$ cat src/comparator_params.svh
// offsets, field positions, reset values and counts of the comparator control block
`ifndef COMPARATOR_PARAMS_SVH
`define COMPARATOR_PARAMS_SVH

`define CMP_ADDR_W 12
`define CMP_OFS_CTRL_STATUS 12'h000
`define CMP_OFS_INPUT_DISABLE 12'h004
`define CMP_OFS_MUX_CTRL 12'h008
`define CMP_OFS_IRQ_STATUS 12'h00C
`define CMP_OFS_IRQ_MASK 12'h010

`define CMP_BIT_POWER_OFF 7
`define CMP_BIT_REF_SELECT 6
`define CMP_BIT_RESULT 5
`define CMP_BIT_EVENT_FLAG 4
`define CMP_BIT_IRQ_ENABLE 3
`define CMP_BIT_RESERVED 2
`define CMP_BIT_MODE_HI 1
`define CMP_BIT_MODE_LO 0

`define CMP_BIT_POS_BUF_OFF 0
`define CMP_BIT_NEG_BUF_OFF 1
`define CMP_DIDR_MASK 8'h3F

`define CMP_BIT_CONV_ENABLE 0
`define CMP_BIT_BORROW_ENABLE 1
`define CMP_BIT_CHAN_LO 2
`define CMP_BIT_CHAN_HI 3

`define CMP_BIT_EV_COMPARE 0
`define CMP_BIT_EV_TOGGLE 1
`define CMP_EV_W 2

`define CMP_RESET_BYTE 8'h00
`define CMP_SYNC_STAGES 2
`define CMP_LEVEL_W 10

`endif

$ cat src/comparator_pkg.sv
// types shared by the comparator control block
package comparator_pkg;

    typedef enum logic [1:0] {
        MODE_TOGGLE = 2'b00,
        MODE_RESERVED = 2'b01,
        MODE_FALL = 2'b10,
        MODE_RISE = 2'b11
    } irq_mode_t;

    typedef struct packed {
        logic powerOff;
        logic refSelect;
        logic eventFlag;
        logic irqEnable;
        irq_mode_t irqMode;
    } ctrl_t;

    typedef struct packed {
        logic [1:0] channelSel;
        logic borrowEnable;
        logic converterEnable;
    } mux_ctrl_t;

    typedef struct packed {
        logic [11:0] paddr;
        logic pwrite;
        logic [31:0] pwdata;
        logic [3:0] pstrb;
    } apb_req_t;

    typedef enum logic [1:0] {
        APB_IDLE = 2'b01,
        APB_ACCESS = 2'b10
    } apb_state_t;

endpackage

$ cat src/comp_sync.sv
// flip-flop chain that brings the raw comparator decision into the core clock
module comp_sync #(
    parameter int STAGES = 2
) (
    // clock and reset
    input wire logic core_clk,
    input wire logic reset,
    // raw and synchronised level
    input wire logic rawIn,
    output logic syncOut
);

    logic [STAGES-1:0] chain_r;

    // only the last stage is ever looked at; the first may be metastable
    always_ff @(posedge core_clk) begin
        if (reset) begin
            chain_r <= '0;
        end else begin
            chain_r <= {chain_r[STAGES-2:0], rawIn};
        end
    end

    assign syncOut = chain_r[STAGES-1];

endmodule

$ cat src/comparator_control_irq.sv
// comparator input selection, result synchroniser, event flag, interrupts and apb registers
`include "comparator_params.svh"

module comparator_control_irq
    import comparator_pkg::*;
#(
    parameter int LEVEL_W = `CMP_LEVEL_W,
    parameter int SYNC_STAGES = `CMP_SYNC_STAGES
) (
    // clock and reset
    input wire logic core_clk,
    input wire logic reset,
    // apb slave
    input wire logic psel,
    input wire logic penable,
    input wire apb_req_t apbReq,
    output logic [31:0] prdata,
    output logic pready,
    output logic pslverr,
    // sampled analog levels
    input wire logic [LEVEL_W-1:0] posPinLevel,
    input wire logic [LEVEL_W-1:0] negPinLevel,
    input wire logic [LEVEL_W-1:0] refLevel,
    input wire logic [LEVEL_W-1:0] sharedPinLevel [4],
    // digital pin inputs and their port read bits
    input wire logic posPinDigital,
    input wire logic negPinDigital,
    output logic posPinRead,
    output logic negPinRead,
    output logic [5:0] inputBufferOff,
    // analog core controls
    output logic comparatorPowered,
    output logic posUsesRef,
    output logic negUsesShared,
    output logic [1:0] negSharedSel,
    output logic converterOn,
    // processor interrupt side
    input wire logic globalIrqEnable,
    input wire logic vectorTaken,
    output logic compareIrqReq,
    output logic irq
);

    ctrl_t ctrl_r;
    mux_ctrl_t mux_r;
    logic [7:0] didr_r;
    logic [`CMP_EV_W-1:0] evStatus_r;
    logic [`CMP_EV_W-1:0] evMask_r;
    apb_state_t apbState_r;
    apb_state_t apbState_nxt;
    logic [31:0] prdata_r;
    logic slvErr_r;
    logic posOut_r;
    logic negOut_r;
    logic prevResult_r;
    logic [LEVEL_W-1:0] posLevel;
    logic [LEVEL_W-1:0] negLevel;
    logic borrowActive;
    logic rawCompare;
    logic result;
    logic eventHit;
    logic toggleHit;
    logic accessDone;
    logic wrDone;
    logic rdDone;
    logic laneWr;
    logic [7:0] wrByte;
    logic addrHit;
    logic ctrlWr;
    logic didrWr;
    logic muxWr;
    logic maskWr;
    logic statusRead;
    logic [`CMP_EV_W-1:0] evReported;
    logic [7:0] ctrlByte;
    logic [7:0] muxByte;

    function automatic logic modeEvent(input irq_mode_t mode, input logic cur,
                                       input logic prev);
        logic hit;
        hit = 1'b0;
        unique case (mode)
            MODE_TOGGLE: hit = cur ^ prev;
            MODE_RESERVED: hit = 1'b0;
            MODE_FALL: hit = prev & ~cur;
            MODE_RISE: hit = cur & ~prev;
        endcase
        return hit;
    endfunction

    function automatic logic mapped(input logic [11:0] addr);
        return (addr == `CMP_OFS_CTRL_STATUS) || (addr == `CMP_OFS_INPUT_DISABLE) ||
               (addr == `CMP_OFS_MUX_CTRL) || (addr == `CMP_OFS_IRQ_STATUS) ||
               (addr == `CMP_OFS_IRQ_MASK);
    endfunction

    function automatic logic regHit(input logic strobe, input logic [11:0] addr,
                                    input logic [11:0] ofs);
        return strobe && (addr == ofs);
    endfunction

    // a disabled input buffer reads as zero whatever the pin does
    function automatic logic pinGate(input logic pin, input logic bufOff);
        return pin & ~bufOff;
    endfunction

    // input selection
    assign borrowActive = mux_r.borrowEnable & ~mux_r.converterEnable;
    assign posLevel = ctrl_r.refSelect ? refLevel : posPinLevel;
    assign negLevel = borrowActive ? sharedPinLevel[mux_r.channelSel] : negPinLevel;

    // an unpowered comparator is taken to output low; this can itself raise an event
    always_comb begin
        if (ctrl_r.powerOff) begin
            rawCompare = 1'b0;
        end else begin
            rawCompare = (posLevel > negLevel);
        end
    end

    comp_sync #(
        .STAGES(SYNC_STAGES)
    ) u_sync (
        .core_clk(core_clk),
        .reset(reset),
        .rawIn(rawCompare),
        .syncOut(result)
    );

    always_ff @(posedge core_clk) begin
        if (reset) begin
            prevResult_r <= 1'b0;
        end else begin
            prevResult_r <= result;
        end
    end

    assign eventHit = modeEvent(ctrl_r.irqMode, result, prevResult_r);
    assign toggleHit = result ^ prevResult_r;

    // apb handshake: no wait state; read data comes from a flop loaded in the setup cycle
    always_comb begin
        apbState_nxt = apbState_r;
        unique case (apbState_r)
            APB_IDLE: begin
                if (psel && !penable) begin
                    apbState_nxt = APB_ACCESS;
                end
            end
            APB_ACCESS: begin
                apbState_nxt = APB_IDLE;
            end
        endcase
    end

    always_ff @(posedge core_clk) begin
        if (reset) begin
            apbState_r <= APB_IDLE;
        end else begin
            apbState_r <= apbState_nxt;
        end
    end

    assign accessDone = (apbState_r == APB_ACCESS) && psel && penable;
    assign addrHit = mapped(apbReq.paddr);
    assign wrDone = accessDone && apbReq.pwrite && addrHit;
    assign rdDone = accessDone && !apbReq.pwrite && addrHit;
    assign laneWr = wrDone && apbReq.pstrb[0];
    assign wrByte = apbReq.pwdata[7:0];

    // register selects shared by the write processes and the read-clear
    assign ctrlWr = regHit(laneWr, apbReq.paddr, `CMP_OFS_CTRL_STATUS);
    assign didrWr = regHit(laneWr, apbReq.paddr, `CMP_OFS_INPUT_DISABLE);
    assign muxWr = regHit(laneWr, apbReq.paddr, `CMP_OFS_MUX_CTRL);
    assign maskWr = regHit(laneWr, apbReq.paddr, `CMP_OFS_IRQ_MASK);
    assign statusRead = regHit(rdDone, apbReq.paddr, `CMP_OFS_IRQ_STATUS);
    // only bits already handed out are cleared, so an event after setup survives
    assign evReported = prdata_r[`CMP_EV_W-1:0];

    // read view of the control byte; the reserved bit stays low
    always_comb begin
        ctrlByte = 8'h00;
        ctrlByte[`CMP_BIT_POWER_OFF] = ctrl_r.powerOff;
        ctrlByte[`CMP_BIT_REF_SELECT] = ctrl_r.refSelect;
        ctrlByte[`CMP_BIT_RESULT] = result;
        ctrlByte[`CMP_BIT_EVENT_FLAG] = ctrl_r.eventFlag;
        ctrlByte[`CMP_BIT_IRQ_ENABLE] = ctrl_r.irqEnable;
        ctrlByte[`CMP_BIT_RESERVED] = 1'b0;
        ctrlByte[`CMP_BIT_MODE_HI:`CMP_BIT_MODE_LO] = ctrl_r.irqMode;
    end

    always_comb begin
        muxByte = 8'h00;
        muxByte[`CMP_BIT_CONV_ENABLE] = mux_r.converterEnable;
        muxByte[`CMP_BIT_BORROW_ENABLE] = mux_r.borrowEnable;
        muxByte[`CMP_BIT_CHAN_HI:`CMP_BIT_CHAN_LO] = mux_r.channelSel;
    end

    // read data and error captured in the setup cycle
    always_ff @(posedge core_clk) begin
        if (reset) begin
            prdata_r <= 32'h0000_0000;
            slvErr_r <= 1'b0;
        end else if (apbState_r == APB_IDLE && psel && !penable) begin
            slvErr_r <= !addrHit;
            prdata_r <= 32'h0000_0000;
            if (!apbReq.pwrite) begin
                unique case (apbReq.paddr)
                    `CMP_OFS_CTRL_STATUS: begin
                        prdata_r[7:0] <= ctrlByte;
                    end
                    `CMP_OFS_INPUT_DISABLE: begin
                        prdata_r[7:0] <= didr_r;
                    end
                    `CMP_OFS_MUX_CTRL: begin
                        prdata_r[7:0] <= muxByte;
                    end
                    `CMP_OFS_IRQ_STATUS: begin
                        prdata_r[`CMP_EV_W-1:0] <= evStatus_r;
                    end
                    `CMP_OFS_IRQ_MASK: begin
                        prdata_r[`CMP_EV_W-1:0] <= evMask_r;
                    end
                    default: begin
                        prdata_r <= 32'h0000_0000;
                    end
                endcase
            end
        end
    end

    assign pready = (apbState_r == APB_ACCESS);
    assign prdata = prdata_r;
    assign pslverr = pready & slvErr_r;

    // control bits; the event flag has its own process below
    always_ff @(posedge core_clk) begin
        if (reset) begin
            ctrl_r.powerOff <= 1'b0;
            ctrl_r.refSelect <= 1'b0;
            ctrl_r.irqEnable <= 1'b0;
            ctrl_r.irqMode <= MODE_TOGGLE;
        end else if (ctrlWr) begin
            ctrl_r.powerOff <= wrByte[`CMP_BIT_POWER_OFF];
            ctrl_r.refSelect <= wrByte[`CMP_BIT_REF_SELECT];
            ctrl_r.irqEnable <= wrByte[`CMP_BIT_IRQ_ENABLE];
            ctrl_r.irqMode <= irq_mode_t'(wrByte[`CMP_BIT_MODE_HI:`CMP_BIT_MODE_LO]);
        end
    end

    // a power change may itself raise the flag, a mode change alone cannot; software masks first
    always_ff @(posedge core_clk) begin
        if (reset) begin
            ctrl_r.eventFlag <= 1'b0;
        end else if (eventHit) begin
            ctrl_r.eventFlag <= 1'b1;
        end else if (vectorTaken) begin
            ctrl_r.eventFlag <= 1'b0;
        end else if (ctrlWr && wrByte[`CMP_BIT_EVENT_FLAG]) begin
            ctrl_r.eventFlag <= 1'b0;
        end
    end

    assign compareIrqReq = ctrl_r.eventFlag & ctrl_r.irqEnable & globalIrqEnable;

    // digital input disable
    always_ff @(posedge core_clk) begin
        if (reset) begin
            didr_r <= `CMP_RESET_BYTE;
        end else if (didrWr) begin
            didr_r <= wrByte & `CMP_DIDR_MASK;
        end
    end

    // port read bits registered so they stay clean data outputs
    always_ff @(posedge core_clk) begin
        if (reset) begin
            posOut_r <= 1'b0;
            negOut_r <= 1'b0;
        end else begin
            posOut_r <= pinGate(posPinDigital, didr_r[`CMP_BIT_POS_BUF_OFF]);
            negOut_r <= pinGate(negPinDigital, didr_r[`CMP_BIT_NEG_BUF_OFF]);
        end
    end

    assign posPinRead = posOut_r;
    assign negPinRead = negOut_r;
    assign inputBufferOff = didr_r[5:0];

    // converter enable and multiplexer borrow
    always_ff @(posedge core_clk) begin
        if (reset) begin
            mux_r <= '0;
        end else if (muxWr) begin
            mux_r.converterEnable <= wrByte[`CMP_BIT_CONV_ENABLE];
            mux_r.borrowEnable <= wrByte[`CMP_BIT_BORROW_ENABLE];
            mux_r.channelSel <= wrByte[`CMP_BIT_CHAN_HI:`CMP_BIT_CHAN_LO];
        end
    end

    assign converterOn = mux_r.converterEnable;
    assign comparatorPowered = ~ctrl_r.powerOff;
    assign posUsesRef = ctrl_r.refSelect;
    assign negUsesShared = borrowActive;
    assign negSharedSel = mux_r.channelSel;

    // sticky event status, cleared by reading it; a new event wins
    always_ff @(posedge core_clk) begin
        if (reset) begin
            evStatus_r <= '0;
        end else begin
            for (int i = 0; i < `CMP_EV_W; i++) begin
                if ((i == `CMP_BIT_EV_COMPARE) ? eventHit : toggleHit) begin
                    evStatus_r[i] <= 1'b1;
                end else if (statusRead && evReported[i]) begin
                    evStatus_r[i] <= 1'b0;
                end
            end
        end
    end

    always_ff @(posedge core_clk) begin
        if (reset) begin
            evMask_r <= '0;
        end else if (maskWr) begin
            evMask_r <= wrByte[`CMP_EV_W-1:0];
        end
    end

    assign irq = |(evStatus_r & evMask_r);

endmodule

$ cat config.mk
export PLATFORM = sky130hd
export DESIGN_NAME = comparator_control_irq
export DESIGN_NICKNAME = d
export VERILOG_FILES = /design/src/comparator_pkg.sv /design/src/comp_sync.sv /design/src/comparator_control_irq.sv
export VERILOG_INCLUDE_DIRS = /design/src
export SDC_FILE = /design/constraint.sdc
export NUM_CORES = 1
export LEC_CHECK = 0
export ABC_AREA = 0
export BUFFER_PORTS_ARGS = -buffer_cell sky130_fd_sc_hd__buf_2
export CORE_ASPECT_RATIO = 1.1
export CORE_UTILIZATION = 42
export CTS_BUF_LIST = sky130_fd_sc_hd__clkbuf_16
export CTS_CLUSTER_DIAMETER = 100
export DETAILED_ROUTE_END_ITERATION = 10
export PLACE_DENSITY = 0.81
export SETUP_SLACK_MARGIN = 0.2
export SLEW_MARGIN = 20
export SYNTH_ARGS = -nofsm -noshare
export SYNTH_HDL_FRONTEND = slang
export SYNTH_SLANG_ARGS = --single-unit
$ cat constraint.sdc
create_clock -name core_clk -period 3.4 [get_ports core_clk]
set_clock_uncertainty 0.2 [all_clocks]
set_input_delay 0.34 -clock core_clk [delete_from_list [all_inputs] [get_ports core_clk]]
set_output_delay 0.34 -clock core_clk [all_outputs]
set_load 0.02 [all_outputs]
==> metrics <==
die height between 80 and 90 um; CP Launch Type flop; cell area after synthesis 0.00259 mm2; Clock Latency Late Sink ~0.28 ns; total power 1.13 mW; pwr/cell area 343 mW/mm2; Final ANT Viol Nets 0; CP Max Fanout 10; Final HPWL DP 5.61 mm; total CTS buffers 5; Final Setup Violations 0; Initial Util 44.3%; largest net degree at the start of global routing 31; VDD IR max between 200 and 300 uV; Cell Rows 29; initial antenna violation count 0; worst hold path class input pin to flop; sequential area share after synthesis 27.9%; wire length per cell around 15 um; CTS Root Cell clkbuf_16; Crit path arrival time 2.68 ns; Internal Pwr Total 0.857 mW; GPL Wtd Cong 0.841; setup bufs post-CTS 0; WP data required 3.37 ns; Die X-Extent about 77 um; vias in the first global route 2355; CP Cell Sequence buf_4 > mux4_2 > mux2i_1 > ha_1 > nor2b_1 > o21bai_1 > a31oi_1 > o211a_1; Netlist cell types 43; Area growth syn-to-layout 27.1%; PortBufs 125; WP buf/inv 1; Worst setup endpoint u_sync.chain_r[0]$_SDFF_PP0_; Top Ports around 180; syn avg cell area 9.27 um2; outcome finished clean; Layout Nets 532; crit-path max cell delay 0.68 ns; sequential share of power 39.0%; M1 wire length 2.98 mm; prevailing post-synth register cell dfxtp_1; DR vias 2571; Clock transition at path regs 0.05 ns; Cells after Synth 279; routed wire length on met3 492 um; core footprint 0.00584 mm2; FMAX 369 MHz; Tmin final between 2 and 3 ns; Synth area leaders dfxtp_1 (28%), mux4_2 (8.7%), buf_4 (8.4%); Sw Pwr between 0.2 and 0.3 mW; RR Startpoint negSharedSel[0]$_SDFFE_PP0P_; fin crit share around 80%; GRT Overall Usage 21.9%; DRC 0; clock share of power 44.8%; reg2reg end u_sync.chain_r[0]$_SDFF_PP0_; htree depth 2; synth cell count leaders dfxtp_1 (36), buf_4 (29), a21oi_1 (26); top cell type's share of synthesized area 27.9%; CP Launch Point negSharedSel[0]$_SDFFE_PP0P_; TritonCTS clock tree done; static leakage 1.47 nW; FF-to-FF path depth 8; post-synth top area cell dfxtp_1; post-cts gate resize count 0; share of cells above drive strength 1 41.4%; first-pass GRT wire length 11.2 mm; WL met2 3.65 mm; power share of the combinational group 16.2%; Critical Path Slowest Stage Cell dfxtp_1; MaxCap Viol Count 0; setup slack, reg-to-reg 0.69 ns; clock sink total 36; switch share 23.9%; TNS Setup 0 ns; Critical Path End Type flop; gr ovfl total 0; Yosys warnings 0; Post-synth EDFFs 0; total length of routed wires 7.25 mm; Crit path max-delay family flip-flops; Via density approximately 5.5; worst slew pin tran 0.721 ns; crit path kind flop to flop; Post-CTS Hold Fix Bufs 0; Final Hold Fails 0; max_slew headroom 52.0%; register bit total from synthesis 36; min-delay src negPinDigital; RSZ-0062 raised after global routing no; ANT cells 0; Pins Over Slew Limit 0; Top Metal Used met4; cell with the most instances after synthesis dfxtp_1; Longest Clk Path Bufs 2; CP Depth 8; die area 0.00648 mm2; drt first-iter violations 115; Post-synth ARST share 0%; Pre-Repair DR Iteration Count 4
[per-layer routing]
metal / vias to the layer above / global-route usage, %
li1: 1234 / -
met1: 1199 / 29.2
met2: 125 / 35.4
met3: 13 / 3.80
met4: 0 / 7.87
met5: - / 0
[layout make-up]
type                       count  area [um2]
fill                         528        2550
sequential                    36         721
inverter                       5        18.8
timing repair buffer         128         648
clock buffer                   5         125
clock inverter                 3        38.8
tap                           77        96.3
multi-input combinational    217        1640
[per-stage QoR]
stage | cell area, um2 | hold WS (ns) | setup slack (ns) | util, % | cells
finish | 3290 | 0.126 | 0.691 | 56.3 | 471
global route | 3290 | 0.125 | 0.511 | 56.3 | 471
floorplan | 2670 | 0.214 | 1.00 | - | 302
global placement | 3120 | 0.226 | 0.775 | 53.5 | 463
detailed placement | 3120 | 0.235 | 0.635 | 53.5 | 463
CTS | 3290 | 0.123 | 0.632 | 56.3 | 471
[placed cells by master, fill, tap and decap left out, drive strengths merged, types with 2 or more instances in the layout]
master	count
buf	128
dfxtp	36
a21oi	26
nand4	24
conb	24
o21ai	20
mux2i	15
ha	12
mux2	12
mux4	10
nor2	10
nor2b	7
inv	6
nand3	6
nand2	6
o31ai	6
a22o	5
clkbuf	5
and3	4
nor3	4
and2	3
nor3b	3
nand2b	2
and4bb	2
nand3b	2
a21o	2
nor4	2
[power groups by stage]
stage                     logic [mW]  registers, mW  clock network [mW]
after global placement         0.174          0.447                   0
after global routing           0.200          0.441               0.530
after floorplan                0.123          0.447                   0
after detailed placement       0.180          0.448                   0
final                          0.183          0.439               0.505
after CTS                      0.182          0.439               0.512
[kinds of logic after synthesis]
| family | after synthesis | share of synthesized area, % |
|---|---|---|
| multiplexers | 37 | 19.9 |
| adder cells (fa/ha/maj) | 12 | 5.81 |
| AO/OA/AOI/OAI | 66 | 15.6 |
| other | 1 | 0.145 |
| flip-flops | 36 | 27.9 |
| AND/OR/NAND/NOR | 78 | 18.6 |
| buffers and inverters | 49 | 12.1 |
[registers in the layout, summed over array words and instances, names as in the netlist, 2 cells and up]
| signal | flops |
|---|---|
| evStatus_r | 2 |
| prdata | 8 |
| evMask_r | 2 |
| apbState_r | 2 |
| negSharedSel | 2 |
| u_sync.chain_r | 2 |
| didr_r | 6 |
| ctrlByte | 5 |
[how the worst min path moves through the flow]
stage / slack [ns] / endpoint / cells past startpoint
6_report: 0.13 / negPinRead$_SDFF_PP0_ / 2
5_1_grt: 0.12 / negPinRead$_SDFF_PP0_ / 2
4_1_cts: 0.12 / negPinRead$_SDFF_PP0_ / 2
3_5_place_dp: 0.23 / u_sync.chain_r[1]$_SDFF_PP0_ / 1
3_3_place_gp: 0.23 / u_sync.chain_r[1]$_SDFF_PP0_ / 1
2_1_floorplan: 0.21 / u_sync.chain_r[1]$_SDFF_PP0_ / 1
No activity file was read; power rests on OpenSTA's default activity.
